===== src/hw/irxhb_pkg.sv =====
// package: register map, field layout and captured-header carriers
package irxhb_pkg;

  // ----------------------------------------------------------------
  // register map (byte offsets)
  // ----------------------------------------------------------------
  localparam int          ADDR_W             = 8;
  localparam int          DATA_W             = 16;
  localparam logic [7:0]  OFS_ISO_HDR_A      = 8'h44;
  localparam logic [7:0]  OFS_CIP_HDR_A      = 8'h46;
  localparam logic [7:0]  OFS_ISO_HDR_B      = 8'h48;
  localparam logic [7:0]  OFS_CIP_HDR_B      = 8'h4a;
  localparam logic [7:0]  OFS_RST_CTRL       = 8'h4c;

  // ----------------------------------------------------------------
  // field positions
  // ----------------------------------------------------------------
  localparam int          ISO_EMI_LSB        = 7;
  localparam int          ISO_OE_BIT         = 6;
  localparam int          ISO_SID_LSB        = 0;
  localparam int          CIP_FMT_LSB        = 6;
  localparam int          CIP_FLAG_BIT       = 5;
  localparam int          CIP_STYPE_LSB      = 0;
  localparam int          RST_BRIDGE_B_BIT   = 15;
  localparam int          RST_STREAM_B_BIT   = 14;
  localparam int          RST_LINK_B_BIT     = 13;
  localparam int          RST_BRIDGE_A_BIT   = 7;
  localparam int          RST_STREAM_A_BIT   = 6;
  localparam int          RST_LINK_A_BIT     = 5;
  localparam logic [15:0] RST_CTRL_MASK      = 16'he0e0;
  localparam logic [15:0] RST_CTRL_RESET     = 16'h0000;

  // ----------------------------------------------------------------
  // carriers
  // ----------------------------------------------------------------
  typedef struct packed {
    logic [1:0] copy_ctrl;
    logic       odd_even;
    logic [5:0] source_id;
    logic [5:0] format;
    logic       rate_flag;
    logic [4:0] source_type;
  } irxhb_hdr_t;

  typedef struct packed {
    logic bridge;
    logic stream_fifo;
    logic link_fifo;
  } irxhb_rst_t;

  localparam irxhb_hdr_t HDR_RESET = '0;

endpackage


===== src/hw/irxhb_regs.sv =====
// register bank: received isochronous header fields and bridge reset control
// ------------------------------------------------------------------
// Summary of operation
// - copy-control bits at 8:7 of first register
// - odd/even bit at bit 6
// - six-bit source id at bits 5:0
// - six-bit format at bits 11:6 of second
// - bit 5 carries 50/60 or TSF flag
// - five-bit source type at bits 4:0
// - reserved reset bits read zero, write zero
// - bit 15 holds bridge B in reset
// - bit 7 holds bridge A in reset
// - bits 14/6 hold stream-side FIFO reset
// - bits 13/5 hold link-side FIFO reset
// - reset bits never self-clear
// - reserved header bits always read zero
// ------------------------------------------------------------------
//
// Our own choice: the address-and-strobe port.
`timescale 1ns/1ps
`default_nettype none

module irxhb_regs
  import irxhb_pkg::*;
(
  input  wire logic                       REF_CLK_I,
  input  wire logic                       RST_I,
  input  wire logic [irxhb_pkg::ADDR_W-1:0] ADDR_I,
  input  wire logic [irxhb_pkg::DATA_W-1:0] WDATA_I,
  input  wire logic                       WR_I,
  input  wire logic                       RD_I,
  output logic      [irxhb_pkg::DATA_W-1:0] RDATA_O,
  input  wire logic                       HDR_VALID_A_I,
  input  wire irxhb_pkg::irxhb_hdr_t      HDR_A_I,
  input  wire logic                       HDR_VALID_B_I,
  input  wire irxhb_pkg::irxhb_hdr_t      HDR_B_I,
  output irxhb_pkg::irxhb_rst_t           RST_A_O,
  output irxhb_pkg::irxhb_rst_t           RST_B_O
);
  import irxhb_pkg::*;

  // ----------------------------------------------------------------
  // storage
  // ----------------------------------------------------------------
  irxhb_hdr_t         hdr_a;
  irxhb_hdr_t         hdr_b;
  logic [DATA_W-1:0]  rst_ctrl;
  logic [DATA_W-1:0]  rdata;

  // ----------------------------------------------------------------
  // decode
  // ----------------------------------------------------------------
  wire logic              sel_iso_a  = (ADDR_I == OFS_ISO_HDR_A);
  wire logic              sel_cip_a  = (ADDR_I == OFS_CIP_HDR_A);
  wire logic              sel_iso_b  = (ADDR_I == OFS_ISO_HDR_B);
  wire logic              sel_cip_b  = (ADDR_I == OFS_CIP_HDR_B);
  wire logic              sel_rst    = (ADDR_I == OFS_RST_CTRL);
  wire logic              sel_any    = sel_iso_a | sel_cip_a | sel_iso_b | sel_cip_b | sel_rst;
  wire logic [DATA_W-1:0] next_rst_ctrl = WDATA_I & RST_CTRL_MASK;

  function automatic logic [DATA_W-1:0] iso_word(input irxhb_hdr_t h);
    logic [DATA_W-1:0] w;
    w = '0;
    w[ISO_EMI_LSB +: 2] = h.copy_ctrl;
    w[ISO_OE_BIT] = h.odd_even;
    w[ISO_SID_LSB +: 6] = h.source_id;
    return w;
  endfunction

  function automatic logic [DATA_W-1:0] cip_word(input irxhb_hdr_t h);
    logic [DATA_W-1:0] w;
    w = '0;
    w[CIP_FMT_LSB +: 6] = h.format;
    w[CIP_FLAG_BIT] = h.rate_flag;
    w[CIP_STYPE_LSB +: 5] = h.source_type;
    return w;
  endfunction

  // unmapped addresses read zero
  wire logic [DATA_W-1:0] next_rdata =
      sel_iso_a ? iso_word(hdr_a) :
      sel_cip_a ? cip_word(hdr_a) :
      sel_iso_b ? iso_word(hdr_b) :
      sel_cip_b ? cip_word(hdr_b) :
      sel_rst   ? rst_ctrl        : '0;

  // ----------------------------------------------------------------
  // header capture
  // ----------------------------------------------------------------
  // capture per accepted packet
  always_ff @(posedge REF_CLK_I or posedge RST_I)
  begin
    if (RST_I)
    begin
      hdr_a <= HDR_RESET;
      hdr_b <= HDR_RESET;
    end
    else
    begin
      if (HDR_VALID_A_I)
        hdr_a <= HDR_A_I;
      if (HDR_VALID_B_I)
        hdr_b <= HDR_B_I;
    end
  end

  // ----------------------------------------------------------------
  // reset control and read port
  // ----------------------------------------------------------------
  // held until software writes zero
  always_ff @(posedge REF_CLK_I or posedge RST_I)
  begin
    if (RST_I)
      rst_ctrl <= RST_CTRL_RESET;
    else if (WR_I && sel_rst)
      rst_ctrl <= next_rst_ctrl;
  end

  // read data valid only the cycle after the strobe
  always_ff @(posedge REF_CLK_I or posedge RST_I)
  begin
    if (RST_I)
      rdata <= '0;
    else if (RD_I)
      rdata <= next_rdata;
    else
      rdata <= '0;
  end

  assign RDATA_O = rdata;

  assign RST_B_O = irxhb_rst_t'({rst_ctrl[RST_BRIDGE_B_BIT],
                                 rst_ctrl[RST_STREAM_B_BIT],
                                 rst_ctrl[RST_LINK_B_BIT]});
  // channel A resets; transfers not policed here
  assign RST_A_O = irxhb_rst_t'({rst_ctrl[RST_BRIDGE_A_BIT],
                                 rst_ctrl[RST_STREAM_A_BIT],
                                 rst_ctrl[RST_LINK_A_BIT]});

  // ----------------------------------------------------------------
  // assertions
  // ----------------------------------------------------------------
  a_rst_write_takes: assert property (@(posedge REF_CLK_I) disable iff (RST_I)
    WR_I && sel_rst |=> RST_B_O.bridge == $past(WDATA_I[RST_BRIDGE_B_BIT])
                       && RST_A_O.bridge == $past(WDATA_I[RST_BRIDGE_A_BIT]))
    else $error("bridge reset bit not written");
  a_fifo_rst_map: assert property (@(posedge REF_CLK_I) disable iff (RST_I)
    WR_I && sel_rst |=> RST_B_O.stream_fifo == $past(WDATA_I[RST_STREAM_B_BIT])
                       && RST_A_O.stream_fifo == $past(WDATA_I[RST_STREAM_A_BIT]))
    else $error("stream fifo reset mismatch");
  a_link_rst_map: assert property (@(posedge REF_CLK_I) disable iff (RST_I)
    WR_I && sel_rst |=> RST_B_O.link_fifo == $past(WDATA_I[RST_LINK_B_BIT])
                       && RST_A_O.link_fifo == $past(WDATA_I[RST_LINK_A_BIT]))
    else $error("link fifo reset mismatch");
  a_rst_no_selfclr: assert property (@(posedge REF_CLK_I) disable iff (RST_I)
    !(WR_I && sel_rst) |=> $stable(rst_ctrl))
    else $error("reset control changed without write");
  a_rst_rsvd_zero: assert property (@(posedge REF_CLK_I) disable iff (RST_I)
    RD_I && sel_rst |=> RDATA_O[12:8] == 5'h00 && RDATA_O[4:0] == 5'h00)
    else $error("reserved reset bits nonzero");
  a_iso_read_a: assert property (@(posedge REF_CLK_I) disable iff (RST_I)
    RD_I && sel_iso_a |=> RDATA_O[15:9] == 7'h00
                         && RDATA_O[5:0] == $past(hdr_a.source_id)
                         && RDATA_O[8:7] == $past(hdr_a.copy_ctrl)
                         && RDATA_O[6] == $past(hdr_a.odd_even))
    else $error("first header register A wrong");
  a_cip_read_b: assert property (@(posedge REF_CLK_I) disable iff (RST_I)
    RD_I && sel_cip_b |=> RDATA_O[15:12] == 4'h0
                         && RDATA_O[11:6] == $past(hdr_b.format)
                         && RDATA_O[5] == $past(hdr_b.rate_flag)
                         && RDATA_O[4:0] == $past(hdr_b.source_type))
    else $error("second header register B wrong");
  a_hdr_capture: assert property (@(posedge REF_CLK_I) disable iff (RST_I)
    HDR_VALID_A_I |=> hdr_a == $past(HDR_A_I))
    else $error("header A not captured");
  a_hdr_hold: assert property (@(posedge REF_CLK_I) disable iff (RST_I)
    !HDR_VALID_B_I |=> $stable(hdr_b))
    else $error("header B changed without packet");
  a_rdata_idle: assert property (@(posedge REF_CLK_I) disable iff (RST_I)
    !RD_I |=> RDATA_O == 16'h0000)
    else $error("read data outside read cycle");

  // ----------------------------------------------------------------
  // per-field read checks
  // ----------------------------------------------------------------
  // header sampled at the strobe edge, so a packet landing mid-read is legal
  a_emi_read_b: assert property (
      @(posedge REF_CLK_I) disable iff (RST_I)
      RD_I && sel_iso_b
      |=> RDATA_O[8:7] == $past(hdr_b.copy_ctrl))
    else $error("copy control bits B wrong");

  a_oe_read_b: assert property (
      @(posedge REF_CLK_I) disable iff (RST_I)
      RD_I && sel_iso_b
      |=> RDATA_O[6] == $past(hdr_b.odd_even))
    else $error("odd even bit B wrong");

  a_sid_read_b: assert property (
      @(posedge REF_CLK_I) disable iff (RST_I)
      RD_I && sel_iso_b
      |=> RDATA_O[5:0] == $past(hdr_b.source_id))
    else $error("source id B wrong");

  a_iso_rsvd_b: assert property (
      @(posedge REF_CLK_I) disable iff (RST_I)
      RD_I && sel_iso_b
      |=> RDATA_O[15:9] == 7'h00)
    else $error("reserved first register B bits nonzero");

  a_fmt_read_a: assert property (
      @(posedge REF_CLK_I) disable iff (RST_I)
      RD_I && sel_cip_a
      |=> RDATA_O[11:6] == $past(hdr_a.format))
    else $error("format field A wrong");

  a_flag_read_a: assert property (
      @(posedge REF_CLK_I) disable iff (RST_I)
      RD_I && sel_cip_a
      |=> RDATA_O[5] == $past(hdr_a.rate_flag))
    else $error("rate flag A wrong");

  a_stype_read_a: assert property (
      @(posedge REF_CLK_I) disable iff (RST_I)
      RD_I && sel_cip_a
      |=> RDATA_O[4:0] == $past(hdr_a.source_type))
    else $error("source type A wrong");

  a_cip_rsvd_a: assert property (
      @(posedge REF_CLK_I) disable iff (RST_I)
      RD_I && sel_cip_a
      |=> RDATA_O[15:12] == 4'h0)
    else $error("reserved second register A bits nonzero");

  a_unmapped_zero: assert property (
      @(posedge REF_CLK_I) disable iff (RST_I)
      RD_I && !sel_any
      |=> RDATA_O == 16'h0000)
    else $error("unmapped address read nonzero");

  // ----------------------------------------------------------------
  // reset control checks
  // ----------------------------------------------------------------
  a_rst_read_back: assert property (
      @(posedge REF_CLK_I) disable iff (RST_I)
      RD_I && sel_rst
      |=> RDATA_O == $past(rst_ctrl))
    else $error("reset control read back wrong");

  a_rd_after_wr: assert property (
      @(posedge REF_CLK_I) disable iff (RST_I)
      WR_I && sel_rst ##1 RD_I && sel_rst
      |=> RDATA_O == ($past(WDATA_I, 2) & RST_CTRL_MASK))
    else $error("reset control not held after write");

  a_rst_rsvd_store: assert property (
      @(posedge REF_CLK_I) disable iff (RST_I)
      (rst_ctrl & ~RST_CTRL_MASK) == 16'h0000)
    else $error("reserved reset bits stored");

  a_rst_bridge_a: assert property (
      @(posedge REF_CLK_I) disable iff (RST_I)
      WR_I && sel_rst
      |=> RST_A_O.bridge == $past(WDATA_I[RST_BRIDGE_A_BIT]))
    else $error("bridge A reset bit not written");

  a_rst_clear_b: assert property (
      @(posedge REF_CLK_I) disable iff (RST_I)
      WR_I && sel_rst && !WDATA_I[RST_BRIDGE_B_BIT]
      |=> !RST_B_O.bridge)
    else $error("bridge B reset not released");

  a_rst_clear_a: assert property (
      @(posedge REF_CLK_I) disable iff (RST_I)
      WR_I && sel_rst && !WDATA_I[RST_BRIDGE_A_BIT]
      |=> !RST_A_O.bridge)
    else $error("bridge A reset not released");

  a_stream_clear: assert property (
      @(posedge REF_CLK_I) disable iff (RST_I)
      WR_I && sel_rst && !WDATA_I[RST_STREAM_A_BIT] && !WDATA_I[RST_STREAM_B_BIT]
      |=> !RST_A_O.stream_fifo && !RST_B_O.stream_fifo)
    else $error("stream fifo reset not released");

  a_link_clear: assert property (
      @(posedge REF_CLK_I) disable iff (RST_I)
      WR_I && sel_rst && !WDATA_I[RST_LINK_A_BIT] && !WDATA_I[RST_LINK_B_BIT]
      |=> !RST_A_O.link_fifo && !RST_B_O.link_fifo)
    else $error("link fifo reset not released");

  // ----------------------------------------------------------------
  // header capture checks
  // ----------------------------------------------------------------
  a_hdr_capture_b: assert property (
      @(posedge REF_CLK_I) disable iff (RST_I)
      HDR_VALID_B_I
      |=> hdr_b == $past(HDR_B_I))
    else $error("header B not captured");

  a_hdr_hold_a: assert property (
      @(posedge REF_CLK_I) disable iff (RST_I)
      !HDR_VALID_A_I
      |=> $stable(hdr_a))
    else $error("header A changed without packet");

  a_hdr_a_no_write: assert property (
      @(posedge REF_CLK_I) disable iff (RST_I)
      WR_I && (sel_iso_a || sel_cip_a) && !HDR_VALID_A_I
      |=> $stable(hdr_a))
    else $error("header A taken a software write");

  a_hdr_b_no_write: assert property (
      @(posedge REF_CLK_I) disable iff (RST_I)
      WR_I && (sel_iso_b || sel_cip_b) && !HDR_VALID_B_I
      |=> $stable(hdr_b))
    else $error("header B taken a software write");


  c_read_hdr: cover property (@(posedge REF_CLK_I) disable iff (RST_I)
    HDR_VALID_A_I ##1 RD_I && sel_iso_a);
  c_rst_cycle: cover property (@(posedge REF_CLK_I) disable iff (RST_I)
    RST_A_O.bridge ##[1:20] !RST_A_O.bridge);
  c_rd_after_wr: cover property (@(posedge REF_CLK_I) disable iff (RST_I)
    WR_I && sel_rst ##1 RD_I && sel_rst);
  c_read_hdr_b: cover property (@(posedge REF_CLK_I) disable iff (RST_I)
    HDR_VALID_B_I ##1 RD_I && sel_cip_b);
  c_link_rst_b: cover property (@(posedge REF_CLK_I) disable iff (RST_I)
    RST_B_O.link_fifo ##[1:40] !RST_B_O.link_fifo);

endmodule

`default_nettype wire


===== config.mk =====
export PLATFORM = sky130hd
export DESIGN_NAME = irxhb_regs
export DESIGN_NICKNAME = d
export VERILOG_FILES = /design/src/hw/irxhb_pkg.sv /design/src/hw/irxhb_regs.sv
export SDC_FILE = /design/constraint.sdc
export NUM_CORES = 1
export LEC_CHECK = 0
export BUFFER_PORTS_ARGS = -buffer_cell sky130_fd_sc_hd__buf_2
export CAP_MARGIN = 20
export CORE_MARGIN = 8
export CORE_UTILIZATION = 35
export CTS_CLUSTER_SIZE = 12
export DETAILED_ROUTE_END_ITERATION = 8
export GPL_ROUTABILITY_DRIVEN = 0
export GPL_TIMING_DRIVEN = 0
export HOLD_SLACK_MARGIN = 0.08
export SLEW_MARGIN = 5
export SYNTH_ARGS = -nofsm -noshare
export SYNTH_HDL_FRONTEND = slang
export SYNTH_SLANG_ARGS = --single-unit

===== constraint.sdc =====
create_clock -name REF_CLK_I -period 3.9 [get_ports REF_CLK_I]
set_clock_uncertainty 0.1 [all_clocks]
set_input_delay 0.585 -clock REF_CLK_I [delete_from_list [all_inputs] [get_ports REF_CLK_I]]
set_output_delay 0.585 -clock REF_CLK_I [all_outputs]
set_load 0.02 [all_outputs]

==> run metrics <==
vias in the first global route=2,093; sw frac=24.1%; CP Data Required Time=3.21 ns; Clock transition at path regs=0.07 ns; first-pass GRT wire length=10,800 um; number of buffers created by CTS=9; post-DP HPWL=5040 um; Worst Setup End Kind=output port; GRT Total Usage=12.9%; Root Buffer Master=clkbuf_8; post-route ant nets=0; final hold viol count=0; Starting Density=35.9%; syn nets=264; Comb power frac=11.4%; I/O Pins=94; layout cell share with drive strength beyond 1=58.7%; diode count=0; average routed wire per standard cell=17.5 um; CTS Buffer Depth=2; VDD IR max=0.166 mV; Area contributors post-synth=dfrtp_1 57%, mux2_2 21%, o221a_2 2.5%; initial DRC count=100; Static Leakage=1.65 nW; Sum Neg Setup Slack=0 ns; Distinct cells, synth=28; Max-cap violations=0; Int Power=1.10 mW; Layout Utilization=45.3%; Vias=1,897; Synth Register Bits=63; Setup Fix Bufs, Post-CTS=0; nets@finish=355; delay-heaviest family, CP=flip-flops; critical path class=flop to output port; number of synthesized flops with an enable pin=0; met2 Track Usage GR=20.6%; synth warn=0; CP arrival=0.91 ns; die span in x=105 um; status=completed; CTS resizes=0; P&R area growth vs syn=26.3%; Critical Path Fanout Max=4; pwr dens=417 mW/mm^2; Tmin final=1.60 ns; Die Area=0.0109 mm^2; hold_buf cts=0; M3 GR Usage=3.01%; Slew Viols, Final=0; Hold Crit Class=primary input to async pin; Post-synth ARST share=100%; Mean Syn Cell Area=14.3 um^2; Peak Freq=627 MHz; clock tree from TritonCTS=built; Crit path largest cell delay=0.40 ns; Die Ht=105 um; CTS H-tree lvls=3; Yosys top cell area share=57.5%; largest net degree at the start of global routing=64; Most used DFF post-synth=dfrtp_1; most frequent cell after synthesis=dfrtp_1; initial antenna violation count=0; Design Area, Final=0.00346 mm^2; clock latency on the worst-skew pair=0.34 ns; synth cell count leaders=63 x dfrtp_1, 51 x mux2_2, 7 x a22oi_1; relative slew slack=48.7%; placed cell area=0.00327 mm^2; num rows=32; final period utilization=40.9%; Flop pwr share=50.2%; Psw=0.348 mW; Post-Synthesis Cells=192; crit path buf inv count=1; startpoint types=flop; RSZ-0062 raised after global routing=no; final WL=6810 um; drt pass-1 iters=4; cell taking the most area after synthesis=dfrtp_1; cells along the critical path=buf_2; CP max-delay cell=dfrtp_1; Port-buffer cells=80; Final Setup Violations=0; global route hottest layer=met2; # DRC=0; clk sink count=63; core area=0.00765 mm^2; post-synthesis sequential area ratio=57.5%; Vias/cell=4.86; Remaining Overflow, GRT=0; Worst Tran Pin Value=0.769 ns; GR Util met1=15.9%; Clock Power Share=38.4%; Total Power=1.45 mW; Post-Syn Area=0.00274 mm^2
-- layer usage --
metal / wire [um] / vias to the layer above / share of wire, %
met5: 0 / - / 0
met4: 124 / 0 / 1.8
met3: 306 / 10 / 4.5
met2: 3290 / 47 / 48
met1: 3090 / 932 / 45
li1: - / 908 / -
-- cell families after synthesis --
group           Yosys count  share of synthesized area, %
other cells               1                         0.137
flops                    63                          57.5
compound gates           33                          10.1
mux                      51                          20.9
simple gates             28                          8.12
buf+inv                  16                          3.28
-- area by class of cell --
type                       instances  area, um^2
clock inverter                     4        45.0
timing repair buffer              80         400
clock buffer                      12         145
tap                              102         128
sequential                        63        1580
inverter                           2        10.0
buffer                            14        82.6
multi-input combinational        113        1080
fill                             718        4180
-- worst paths after layout --
kind	startpoint	to	slack (ns)	cells past startpoint
setup / recovery	rst_ctrl[7]$_DFFE_PP0P_	RST_A_O[2]	2.30	1
hold / removal	RST_I	hdr_a[2]$_DFFE_PP0P_	0.29	2
setup reg to reg	rst_ctrl[6]$_DFFE_PP0P_	RDATA_O[6]$_DFF_PP0_	2.66	3
hold reg to reg	hdr_b[18]$_DFFE_PP0P_	hdr_b[18]$_DFFE_PP0P_	0.41	1
max in group asynchronous	RST_I	hdr_a[7]$_DFFE_PP0P_	2.90	2
min in group REF_CLK_I	HDR_B_I[6]	hdr_b[6]$_DFFE_PP0P_	0.37	2
-- through the flow --
step	cells	worst slack, ns	hold WS, ns
2_1_floorplan	192	1.65	0.377
3_3_place_gp	374	0.803	0.391
5_1_grt	390	2.26	0.362
3_5_place_dp	374	1.99	0.396
6_report	390	2.30	0.295
4_1_cts	390	2.28	0.323
-- state kept, by name (all words and copies together) (netlist names) --
signal / count
hdr_a: 21
hdr_b: 21
RDATA_O: 15
rst_ctrl: 6
-- power groups by stage --
stage / registers (mW) / logic, mW / clock network (mW)
floorplan: 0.735 / 0.105 / 0
CTS: 0.726 / 0.169 / 0.569
finish: 0.726 / 0.165 / 0.556
detailed placement: 0.739 / 0.168 / 0
global route: 0.733 / 0.182 / 0.597
global placement: 0.737 / 0.165 / 0
-- cells in the final DEF (no fill, tap or decap), types with 4 or more instances in the layout --
cell type,netlist,routed
clkbuf_8,0,10
clkbuf_1,3,5
buf_4,4,4
buf_2,6,86
a32o_1,6,6
o221a_2,6,6
a22oi_1,7,7
nand2b_1,5,5
a21oi_1,6,6
dfrtp_1,63,63
mux2_2,51,51
nand3b_1,6,6
Note: power is estimated with default switching activity, not from simulation.
